[src/erie_pkg.sv]
// Purpose: Shared constants for the error record enable block
// Assumes: Feature codes are two-bit fields of the feature descriptor
// Notes:   Control register bits 13..4 only
package erie_pkg;
  // Control register field positions
  localparam int unsigned CTL_CRIT_EN_BIT = 13;
  localparam int unsigned CTL_DEF_WR_BIT  = 11;
  localparam int unsigned CTL_DEF_RD_BIT  = 10;
  localparam int unsigned CTL_COR_WR_BIT  = 9;
  localparam int unsigned CTL_COR_RD_BIT  = 8;
  localparam int unsigned CTL_ABT_WR_BIT  = 7;
  localparam int unsigned CTL_FLT_WR_BIT  = 6;
  localparam int unsigned CTL_UNC_WR_BIT  = 5;
  localparam int unsigned CTL_ABT_RD_BIT  = 4;
  // Outside this block's range; always masked, so read/combined fault enable stays off
  localparam int unsigned CTL_FLT_RD_BIT  = 3;
  localparam int unsigned CTL_WIDTH    = 64;
  // Feature descriptor codes
  localparam logic [1:0] FEAT_NONE     = 2'h0;
  localparam logic [1:0] FEAT_COMBINED = 2'h2;
  localparam logic [1:0] FEAT_SPLIT    = 2'h3;
  // Cold reset value, architecturally unknown, chosen as zero
  localparam logic [CTL_WIDTH-1:0] CTL_RESET = 64'h0;

  // Error class of an event
  typedef enum logic [1:0] {ERIE_CORR, ERIE_DEFER, ERIE_UNCORR} erie_class_t;

  typedef struct packed {
    logic [1:0] crit;
    logic [1:0] defer;
    logic [1:0] corr;
    logic [1:0] abort;
    logic [1:0] fault;
    logic [1:0] uncorr;
  } erie_feat_t;
endpackage

[src/erie_ev_if.sv]
// Purpose: Carries one qualified error event between block modules
// Assumes: Single clock
// Notes:   One-cycle event strobes
`timescale 1ns/1ps
`default_nettype none
interface erie_ev_if;
  logic crit_irq;
  logic recov_irq;
  logic fault_irq;
  logic abort;
  modport src (output crit_irq, output recov_irq, output fault_irq, output abort);
  modport dst (input crit_irq, input recov_irq, input fault_irq, input abort);
endinterface
`default_nettype wire

[src/erie_top.sv]
// Purpose: Error record control enables and interrupt/abort outputs
// Assumes: Single clock; event inputs are same-domain logic
// Notes:   Reset values are architecturally unknown; zero is used
//
// What this block does
// - Bit 13 of control register enables the critical error interrupt.
// - Critical feature present and enabled: raise critical interrupt on critical error.
// - Critical enable clear: no interrupt, critical error reported as uncontained.
// - Split deferred feature: bit 11 enables recovery interrupt for write deferred errors.
// - Combined deferred feature: bit 10 enables recovery interrupt for all deferred errors.
// - Split deferred feature: bit 10 enables recovery interrupt for read deferred errors.
// - Interrupts fire even when the syndrome is dropped for higher priority.
// - Split corrected feature: bit 9 gates write corrected or overflow fault interrupt.
// - Combined corrected feature: bit 8 gates all corrected or overflow fault interrupt.
// - Split corrected feature: bit 8 gates read corrected or overflow fault interrupt.
// - Split in-band feature: bit 7 gives external abort on write uncorrected errors.
// - Split fault feature: bit 6 gates write deferred/uncorrected fault interrupt.
// - Split recovery feature: bit 5 gates write non-deferred uncorrected recovery interrupt.
// - Combined in-band feature: bit 4 gives external abort on any uncorrected error.
// - Enables reset on cold reset and hold across error recovery reset.
// - Unimplemented controls read as zero and ignore writes.
`timescale 1ns/1ps
`default_nettype none
module erie_top
  import erie_pkg::*;
(
  // Clock, cold reset, enable
  input  wire logic                 i_clk_sys,
  input  wire logic                 i_rst,
  input  wire logic                 i_ce,
  input  wire logic                 i_err_recov_rst,
  // Feature descriptor
  input  wire erie_feat_t           i_feat,
  input  wire logic                 i_cnt_present,
  // Register port
  input  wire logic                 i_ctl_wr,
  input  wire logic [CTL_WIDTH-1:0] i_ctl_wdata,
  output logic      [CTL_WIDTH-1:0] o_ctl_rdata,
  // Error event
  input  wire logic                 i_ev_valid,
  input  wire erie_class_t          i_ev_class,
  input  wire logic                 i_ev_write,
  input  wire logic                 i_ev_crit,
  input  wire logic                 i_ev_ovf,
  input  wire logic                 i_ev_syn_dropped,
  // Outputs to interrupt controller and requester
  output logic                      o_crit_irq,
  output logic                      o_recov_irq,
  output logic                      o_fault_irq,
  output logic                      o_ext_abort,
  output logic                      o_uncontained
);
  typedef struct packed {
    logic [CTL_WIDTH-1:0] ctl;
    logic                 crit;
    logic                 recov;
    logic                 fault;
    logic                 abort;
    logic                 uncont;
  } erie_state_t;

  erie_state_t          st;
  erie_state_t          next_st;
  logic [CTL_WIDTH-1:0] impl_mask;
  erie_ev_if            ev ();

  always_comb
  begin
    impl_mask = '0;
    impl_mask[CTL_CRIT_EN_BIT] = (i_feat.crit == FEAT_COMBINED);
    impl_mask[CTL_DEF_WR_BIT]  = (i_feat.defer == FEAT_SPLIT);
    impl_mask[CTL_DEF_RD_BIT]  = (i_feat.defer == FEAT_COMBINED) || (i_feat.defer == FEAT_SPLIT);
    impl_mask[CTL_COR_WR_BIT]  = (i_feat.corr == FEAT_SPLIT);
    impl_mask[CTL_COR_RD_BIT]  = (i_feat.corr == FEAT_COMBINED) || (i_feat.corr == FEAT_SPLIT);
    impl_mask[CTL_ABT_WR_BIT]  = (i_feat.abort == FEAT_SPLIT);
    impl_mask[CTL_FLT_WR_BIT]  = (i_feat.fault == FEAT_SPLIT);
    impl_mask[CTL_UNC_WR_BIT]  = (i_feat.uncorr == FEAT_SPLIT);
    impl_mask[CTL_ABT_RD_BIT]  = (i_feat.abort == FEAT_COMBINED) || (i_feat.abort == FEAT_SPLIT);
  end

  // syndrome drop is ignored by qualification
  erie_decode u_decode (
    .i_ctl         (st.ctl & impl_mask),
    .i_feat        (i_feat),
    .i_cnt_present (i_cnt_present),
    .i_ev_valid    (i_ev_valid),
    .i_ev_class    (i_ev_class),
    .i_ev_write    (i_ev_write),
    .i_ev_crit     (i_ev_crit),
    .i_ev_ovf      (i_ev_ovf),
    .ev            (ev.src)
  );

  always_comb
  begin
    next_st        = st;
    // error recovery reset leaves enables alone
    if (i_ctl_wr)
      next_st.ctl  = i_ctl_wdata;
    // reserved bits never hold a one, so the read port is a plain flop
    next_st.ctl    = next_st.ctl & impl_mask;
    next_st.crit   = ev.crit_irq;
    next_st.recov  = ev.recov_irq;
    next_st.fault  = ev.fault_irq;
    next_st.abort  = ev.abort;
    // critical error without enable becomes uncontained
    next_st.uncont = i_ev_valid && i_ev_crit &&
                     !(st.ctl[CTL_CRIT_EN_BIT] && impl_mask[CTL_CRIT_EN_BIT]);
  end

  always_ff @(posedge i_clk_sys or posedge i_rst)
  begin
    if (i_rst)
      st <= '{ctl: CTL_RESET, default: 1'b0};
    else if (i_ce)
      st <= next_st;
  end

  assign o_crit_irq    = st.crit;
  assign o_recov_irq   = st.recov;
  assign o_fault_irq   = st.fault;
  assign o_ext_abort   = st.abort;
  assign o_uncontained = st.uncont;
  assign o_ctl_rdata   = st.ctl;

  logic unused_ok;
  assign unused_ok = i_err_recov_rst ^ i_ev_syn_dropped;

  chk_crit_irq_gate: assert property (@(posedge i_clk_sys) disable iff (i_rst)
    (i_ce && i_ev_valid && i_ev_crit && st.ctl[CTL_CRIT_EN_BIT]
     && i_feat.crit == FEAT_COMBINED)
      |=> o_crit_irq) else $error("critical irq missing");
  chk_crit_uncont: assert property (@(posedge i_clk_sys) disable iff (i_rst)
    (i_ce && i_ev_valid && i_ev_crit && !st.ctl[CTL_CRIT_EN_BIT])
      |=> (o_uncontained && !o_crit_irq))
    else $error("critical not uncontained");
  chk_wr_abort: assert property (@(posedge i_clk_sys) disable iff (i_rst)
    (i_ce && i_ev_valid && i_ev_class == ERIE_UNCORR && i_ev_write
     && i_feat.abort == FEAT_SPLIT && st.ctl[CTL_ABT_WR_BIT])
      |=> o_ext_abort) else $error("write abort missing");
  chk_abort_all: assert property (@(posedge i_clk_sys) disable iff (i_rst)
    (i_ce && i_ev_valid && i_ev_class == ERIE_UNCORR && i_feat.abort == FEAT_COMBINED
     && st.ctl[CTL_ABT_RD_BIT]) |=> o_ext_abort) else $error("abort missing");
  chk_defer_wr: assert property (@(posedge i_clk_sys) disable iff (i_rst)
    (i_ce && i_ev_valid && i_ev_class == ERIE_DEFER && i_ev_write
     && i_feat.defer == FEAT_SPLIT && st.ctl[CTL_DEF_WR_BIT])
      |=> o_recov_irq) else $error("deferred write irq missing");
  chk_defer_rd: assert property (@(posedge i_clk_sys) disable iff (i_rst)
    (i_ce && i_ev_valid && i_ev_class == ERIE_DEFER && !i_ev_write
     && i_feat.defer == FEAT_SPLIT && !st.ctl[CTL_DEF_RD_BIT])
      |=> !o_recov_irq) else $error("deferred read irq wrong");
  chk_defer_all: assert property (@(posedge i_clk_sys) disable iff (i_rst)
    (i_ce && i_ev_valid && i_ev_class == ERIE_DEFER
     && i_feat.defer == FEAT_COMBINED && st.ctl[CTL_DEF_RD_BIT])
      |=> o_recov_irq) else $error("deferred irq missing");
  chk_uncorr_wr: assert property (@(posedge i_clk_sys) disable iff (i_rst)
    (i_ce && i_ev_valid && i_ev_class == ERIE_UNCORR && i_ev_write
     && i_feat.uncorr == FEAT_SPLIT && st.ctl[CTL_UNC_WR_BIT])
      |=> o_recov_irq) else $error("uncorr write irq missing");
  chk_corr_all: assert property (@(posedge i_clk_sys) disable iff (i_rst)
    (i_ce && i_ev_valid && i_ev_class == ERIE_CORR && !i_cnt_present
     && i_feat.corr == FEAT_COMBINED && st.ctl[CTL_COR_RD_BIT]) |=> o_fault_irq)
    else $error("corrected fault irq missing");
  chk_corr_wr: assert property (@(posedge i_clk_sys) disable iff (i_rst)
    (i_ce && i_ev_valid && i_ev_class == ERIE_CORR && i_ev_write && !i_cnt_present
     && i_feat.corr == FEAT_SPLIT && st.ctl[CTL_COR_WR_BIT]) |=> o_fault_irq)
    else $error("write corrected fault irq missing");
  chk_corr_rd: assert property (@(posedge i_clk_sys) disable iff (i_rst)
    (i_ce && i_ev_valid && i_ev_class == ERIE_CORR && !i_ev_write
     && (!i_cnt_present || i_ev_ovf)
     && i_feat.corr == FEAT_SPLIT && st.ctl[CTL_COR_RD_BIT]) |=> o_fault_irq)
    else $error("read corrected fault irq missing");
  chk_flt_wr: assert property (@(posedge i_clk_sys) disable iff (i_rst)
    (i_ce && i_ev_valid && i_ev_class != ERIE_CORR && i_ev_write
     && i_feat.fault == FEAT_SPLIT && st.ctl[CTL_FLT_WR_BIT]) |=> o_fault_irq)
    else $error("write fault irq missing");
  chk_recov_keep: assert property (@(posedge i_clk_sys) disable iff (i_rst)
    (i_ce && i_err_recov_rst && !i_ctl_wr)
      |=> (o_ctl_rdata == ($past(o_ctl_rdata) & $past(impl_mask))))
    else $error("enables lost on recovery reset");
  chk_quiet_idle: assert property (@(posedge i_clk_sys) disable iff (i_rst)
    (i_ce && !i_ev_valid)
      |=> !(o_crit_irq || o_recov_irq || o_fault_irq || o_ext_abort || o_uncontained))
    else $error("interrupt without event");
  chk_resv_zero: assert property (@(posedge i_clk_sys) disable iff (i_rst)
    (i_ce && i_feat.crit != FEAT_COMBINED) |=> !o_ctl_rdata[CTL_CRIT_EN_BIT])
    else $error("reserved not zero");
endmodule
`default_nettype wire

[src/erie_decode.sv]
// Purpose: Combinational qualification of error events against enables
// Assumes: Enables already masked by the feature descriptor
// Notes:   Purely combinational; top registers outputs
`timescale 1ns/1ps
`default_nettype none
module erie_decode
  import erie_pkg::*;
(
  // Enables and features
  input  wire logic [CTL_WIDTH-1:0] i_ctl,
  input  wire erie_feat_t           i_feat,
  input  wire logic                 i_cnt_present,
  // Event
  input  wire logic                 i_ev_valid,
  input  wire erie_class_t          i_ev_class,
  input  wire logic                 i_ev_write,
  input  wire logic                 i_ev_crit,
  input  wire logic                 i_ev_ovf,
  // Qualified
  erie_ev_if.src                    ev
);
  // Pick the control that covers this access direction
  function automatic logic dir_en(input logic [1:0] code, input logic wr,
                                  input logic wbit, input logic rbit);
    if (code == FEAT_SPLIT)
      dir_en = wr ? wbit : rbit;
    else if (code == FEAT_COMBINED)
      dir_en = rbit;
    else
      dir_en = 1'b0;
  endfunction

  logic corr_hit;
  logic flt_en;
  logic cor_en;

  always_comb
  begin
    // Counted nodes signal only on overflow
    corr_hit = (i_ev_class == ERIE_CORR) && (!i_cnt_present || i_ev_ovf);
    flt_en   = dir_en(i_feat.fault, i_ev_write, i_ctl[CTL_FLT_WR_BIT], i_ctl[CTL_FLT_RD_BIT]);
    cor_en   = dir_en(i_feat.corr, i_ev_write, i_ctl[CTL_COR_WR_BIT], i_ctl[CTL_COR_RD_BIT]);
  end

  assign ev.crit_irq  = i_ev_valid && i_ev_crit && i_ctl[CTL_CRIT_EN_BIT];
  assign ev.recov_irq = i_ev_valid &&
    (((i_ev_class == ERIE_DEFER) &&
      dir_en(i_feat.defer, i_ev_write, i_ctl[CTL_DEF_WR_BIT], i_ctl[CTL_DEF_RD_BIT])) ||
     ((i_ev_class == ERIE_UNCORR) && i_ev_write && (i_feat.uncorr == FEAT_SPLIT) &&
      i_ctl[CTL_UNC_WR_BIT]));
  assign ev.fault_irq = i_ev_valid &&
    ((corr_hit && cor_en) ||
     (flt_en &&
      ((i_ev_class != ERIE_CORR) || (corr_hit && (i_feat.corr == FEAT_NONE)))));
  assign ev.abort = i_ev_valid && (i_ev_class == ERIE_UNCORR) &&
    (((i_feat.abort == FEAT_SPLIT) && i_ev_write && i_ctl[CTL_ABT_WR_BIT]) ||
     ((i_feat.abort == FEAT_COMBINED) && i_ctl[CTL_ABT_RD_BIT]));
endmodule
`default_nettype wire

[config.mk]
export PLATFORM = sky130hd
export DESIGN_NAME = erie_top
export DESIGN_NICKNAME = d
export VERILOG_FILES = /design/src/erie_pkg.sv /design/src/erie_ev_if.sv /design/src/erie_top.sv /design/src/erie_decode.sv
export SDC_FILE = /design/constraint.sdc
export NUM_CORES = 1
export LEC_CHECK = 0
export BUFFER_PORTS_ARGS = -buffer_cell sky130_fd_sc_hd__buf_2
export CAP_MARGIN = 0
export CORE_ASPECT_RATIO = 0.8
export CORE_UTILIZATION = 25
export DETAILED_ROUTE_END_ITERATION = 8
export GPL_ROUTABILITY_DRIVEN = 0
export PLACE_DENSITY_LB_ADDON = 0.3
export SLEW_MARGIN = 20
export SYNTH_ARGS = -nofsm -noshare
export SYNTH_HDL_FRONTEND = slang
export SYNTH_SLANG_ARGS = --single-unit
export TNS_END_PERCENT = 30
[constraint.sdc]
create_clock -name i_clk_sys -period 2.78 [get_ports i_clk_sys]
set_clock_uncertainty 0.2 [all_clocks]
set_input_delay 0.556 -clock i_clk_sys [delete_from_list [all_inputs] [get_ports i_clk_sys]]
set_output_delay 0.556 -clock i_clk_sys [all_outputs]
set_load 0.01 [all_outputs]
-- Yosys cells after proc, flatten, opt, wreduce, memory -nomap -nowiden
Cells that the tools add are included.
- register bits: 69
- logic and storage cells: 62
- output and inout bits: 69
- bitwise operators: 2
- reductions and logical operators: 32
- muxes and demuxes: 10
- equal/unequal tests: 12
- operators with widths (operator ; count):
    $and A64 B14 Y64 ; 1
    $mux W64 ; 1
    $eq A2 B2 Y1 const B ; 11
    $logic_and A1 B1 Y1 ; 19
    $and A14 B14 Y14 ; 1
    $mux W1 ; 9
    $logic_or A1 B1 Y1 ; 8
    $logic_not A2 Y1 ; 2
    $eq A2 B1 Y1 const B ; 1
    $logic_not A1 Y1 ; 2
    $reduce_bool A2 Y1 ; 1

-- Depth between registers and ports, before layout
- depth after elaboration: 8
- mapped depth: 4

-- Cells and area by module
From an unflattened synthesis, not the netlist that was laid out.
- cells, all modules: 151
- area total of the unflattened synthesis: 1291.2 µm²
- by module, submodules not included (module ; cells an instance ; area each (µm²) ; seq. area each (µm²) ; instances):
    erie_top ; 125 ; 1144.8 ; 350.3 ; 1
    erie_decode ; 26 ; 146.4 ; 0.0 ; 1

-- Least setup slack after synthesis
Ideal clock, no wire load.
- path kind: input port to flip-flop
- start: input port i_ctl_wr
- end: register st, in the netlist o_ctl_rdata[10]
- stages: 3
- arrival time: 1063 ps
- path slack: 1396 ps
- cell sequence: and2_4 -> buf_8 -> a32o_2
- longest elaborated chain between the ends: 2
- ends and longest elaborated chain (what ; line ; RTL):
    from (decl) ; erie_top.sv:36 ; input wire logic i_ctl_wr,
    $mux W64 ; erie_top.sv:98 ; if (i_ctl_wr)
    $and A64 B14 Y64 ; erie_top.sv:101 ; next_st.ctl = next_st.ctl & impl_mask;
    to (signal assigned) ; erie_top.sv:116 ; st <= next_st;
    to (decl) ; erie_top.sv:62 ; erie_state_t st;
Every way passes these cells.
A chain may end at the register's enable or synchronous reset.

-- Worst setup path in the final report
- start: register st, in the netlist o_ctl_rdata[11]
- end: output port o_ctl_rdata[11]
- RTL lines (what ; line ; RTL):
    to (decl) ; erie_top.sv:38 ; output logic [CTL_WIDTH-1:0] o_ctl_rdata,
No word-level cell between the ends.

==> results.rst <==
.. list-table::
   :header-rows: 1

   * - Metric
     - Value
   * - Run status
     - complete, no violations
   * - FP Rows
     - 22
   * - Buffers added on ports
     - 45
   * - Power density cells
     - 380 nW/µm²
   * - Initial core utilization
     - 26.4%
   * - Setup TNS after final layout
     - 0 ns
   * - X dimension of the die
     - 80.6 µm
   * - Cell at the root of the clock tree
     - clkbuf_8
   * - Gate count after technology mapping
     - 136
   * - CP max-delay cell
     - dfrtp_1
   * - Fin Hold WS
     - 0.162 ns
   * - Clock sinks
     - 14
   * - Final Routed Wirelength
     - 2.57 mm
   * - Final design instance area without fill
     - 1350 µm²
   * - Unique masters post-synth
     - 37
   * - Fillers
     - 547
   * - Violation count after the first detailed-route iteration
     - 9
   * - Hold-fix buffer count after cts
     - 0
   * - Crit path time final
     - 1.56 ns
   * - Count of nets left with antenna violations after detail routing
     - 0
   * - Seq cells post-synth
     - 14
   * - P_leak
     - 0.769 nW
   * - Data arrival at the endpoint of the critical path
     - 0.81 ns
   * - Count of vias placed by the detailed router
     - 919
   * - H-Tree Depth
     - 1
   * - Class of the tightest hold or removal check
     - in2async
   * - Mean instance size in the synthesized netlist
     - 9.09 µm²
   * - Most used flip-flop cell after synthesis
     - dfrtp_1
   * - Clock Latency Late Sink
     - 0.24 ns
   * - Vias per cell
     - 3.81
   * - Layout cells sized above 1
     - 34.3%
   * - Headroom to the max-slew limit
     - 62.0%
   * - Number of hold violations in the final report
     - 0
   * - Core occupancy in the finished layout
     - 28.8%
   * - Number of standard cells in the final layout excluding fillers
     - 241
   * - Max-capacitance violation count
     - 0
   * - Transition time at the pin with the least slew margin
     - 0.569 ns
   * - CTS Buf Count
     - 3
   * - Number of setup violations in the final report
     - 0
   * - Warnings from Yosys
     - 0
   * - DIE HEIGHT
     - 64.9 µm
   * - Max VDD drop
     - 0.184 mV
   * - DIE AREA
     - 5230 µm²
   * - Number of global-route vias before repair
     - 807
   * - Detailed Routing Iterations Pass 1
     - 3
   * - Max FO, Critical Path
     - 4
   * - Total core area
     - 4680 µm²
   * - Routed length per instance
     - 10.7 µm
   * - Pin count of the biggest net entering global routing
     - 15
   * - Sum of internal, switching and leakage power
     - 0.513 mW
   * - Setup repair after global routing missed its margin
     - false
   * - Critical Path End Type
     - primary output
   * - Critical path required time
     - 2.02 ns
   * - Post-DP HPWL
     - 2.10 mm
   * - Critical path start-end classification
     - reg2out
   * - Nets@finish
     - 272
   * - P&R area growth vs syn
     - 9.01%
   * - CTS clk-pin slew, worst paths
     - 0.06 ns
   * - Number of synthesized flops with an enable pin
     - 0
   * - Worst Setup Start Kind
     - flop
   * - Number of antenna violations at the first check in global routing
     - 0
   * - Portion of the post-synthesis area used by sequential elements
     - 28.3%
   * - Post-place instance area
     - 1310 µm²
   * - Buffers from clock root to sink, at most
     - 2
   * - Least setup slack across all paths after layout
     - 1.22 ns
   * - Largest delay contributor family on the critical path
     - flip-flops
   * - Most frequent standard cell in the layout excluding fill and tap cells
     - conb_1
   * - Wire length of the first global-routing pass
     - 4.02 mm
   * - Max Fclk
     - 640 MHz
   * - Part of the cycle the worst path needs
     - 56.2%
   * - Count of inserted antenna diode cells
     - 0
   * - Total overflow reported by the global router
     - 0
   * - Fraction of registers with async set/reset
     - 100%
   * - Drt drc
     - 0
   * - Maximum cell stage delay along the critical path
     - 0.41 ns
   * - Number of top-level design ports
     - 158
   * - Max-slew violation count
     - 0
   * - Post-synthesis cell area
     - 1240 µm²
   * - Number of cells upsized or downsized after cts
     - 0
   * - Most used cells in the layout excluding fill and tap cells
     - conb_1 (55), buf_2 (45), dfrtp_1 (14)
   * - Number of buffers added for setup after CTS
     - 0
   * - Worst Setup Slack post-DPL
     - 1.11 ns
   * - Buffers & Inverters on Critical Path
     - 1
   * - Cell breakdown of the critical path
     - buf_2
   * - Inst Count DP
     - 238
   * - TritonCTS clock tree
     - yes
   * - Total routing resource utilization after global routing
     - 10.6%
[cells in the mapped netlist, types with 2 or more instances]
cell,n,area [µm²]
inv_1,6,22.5
nand2_1,6,22.5
nand2b_1,2,12.5
a22o_1,2,17.5
nor2b_1,2,12.5
a32o_2,3,33.8
a21oi_2,2,17.5
nand3_1,2,10.0
o2bb2ai_2,3,45.0
and3_1,3,18.8
o21ai_0,6,30.0
buf_4,55,413
a21boi_0,2,15.0
nand3b_1,2,15.0
nand4b_1,2,17.5
a21oi_1,2,10.0
dfrtp_1,14,350
and2_4,2,17.5
and2b_4,2,20.0
[final timing paths]
path	slack, ns	end	from	depth (start not counted)
worst max register to register	1.60	o_fault_irq$_DFFE_PP0P_	o_ctl_rdata[9]$_DFFE_PP0P_	3
worst min register to register	0.27	o_uncontained$_DFFE_PP0P_	o_uncontained$_DFFE_PP0P_	1
worst min-delay path	0.16	o_uncontained$_DFFE_PP0P_	i_rst	2
min in group i_clk_sys	0.27	o_uncontained$_DFFE_PP0P_	o_uncontained$_DFFE_PP0P_	1
worst max-delay path	1.22	o_ctl_rdata[11]	o_ctl_rdata[11]$_DFFE_PP0P_	1
max in group asynchronous	1.84	o_ctl_rdata[5]$_DFFE_PP0P_	i_rst	2
[power by group]
part           internal (mW)  switching, mW
Sequential             0.213        0.00761
Combinational         0.0444         0.0808
Clock                 0.0957         0.0708
Total                  0.353          0.159
[state kept, by name, indices dropped and copies added, names as in the netlist]
register / flops
o_crit_irq: 1
o_ctl_rdata: 9
o_ext_abort: 1
o_fault_irq: 1
o_recov_irq: 1
o_uncontained: 1
[area by class of cell]
cell class | count | area (µm²) | share of cell area (%)
multi-input combinational | 112 | 629 | 46.7
clock buffer | 3 | 41.3 | 3.06
tap | 60 | 75.1 | 5.57
inverter | 7 | 26.3 | 1.95
sequential | 14 | 350 | 26.0
timing repair buffer | 45 | 225 | 16.7
[routing by layer]
| metal | share of wire, % | global-route usage, % | vias up | routed length, µm |
|---|---|---|---|---|
| met5 | 0 | 0 | - | 0 |
| met4 | 0 | 1.34 | 0 | 0 |
| met3 | 7.8 | 3.94 | 0 | 200 |
| met2 | 46 | 17.7 | 51 | 1190 |
| met1 | 46 | 13.2 | 417 | 1180 |
| li1 | - | - | 451 | - |
[kinds of logic after synthesis]
logic type | Yosys count | share of synthesized area, %
AO/OA/AOI/OAI | 29 | 19.7
buffers and inverters | 64 | 37.1
flip-flops | 14 | 28.3
AND/OR/NAND/NOR | 28 | 14.5
other | 1 | 0.303
Note: power is estimated with default switching activity, not from simulation.
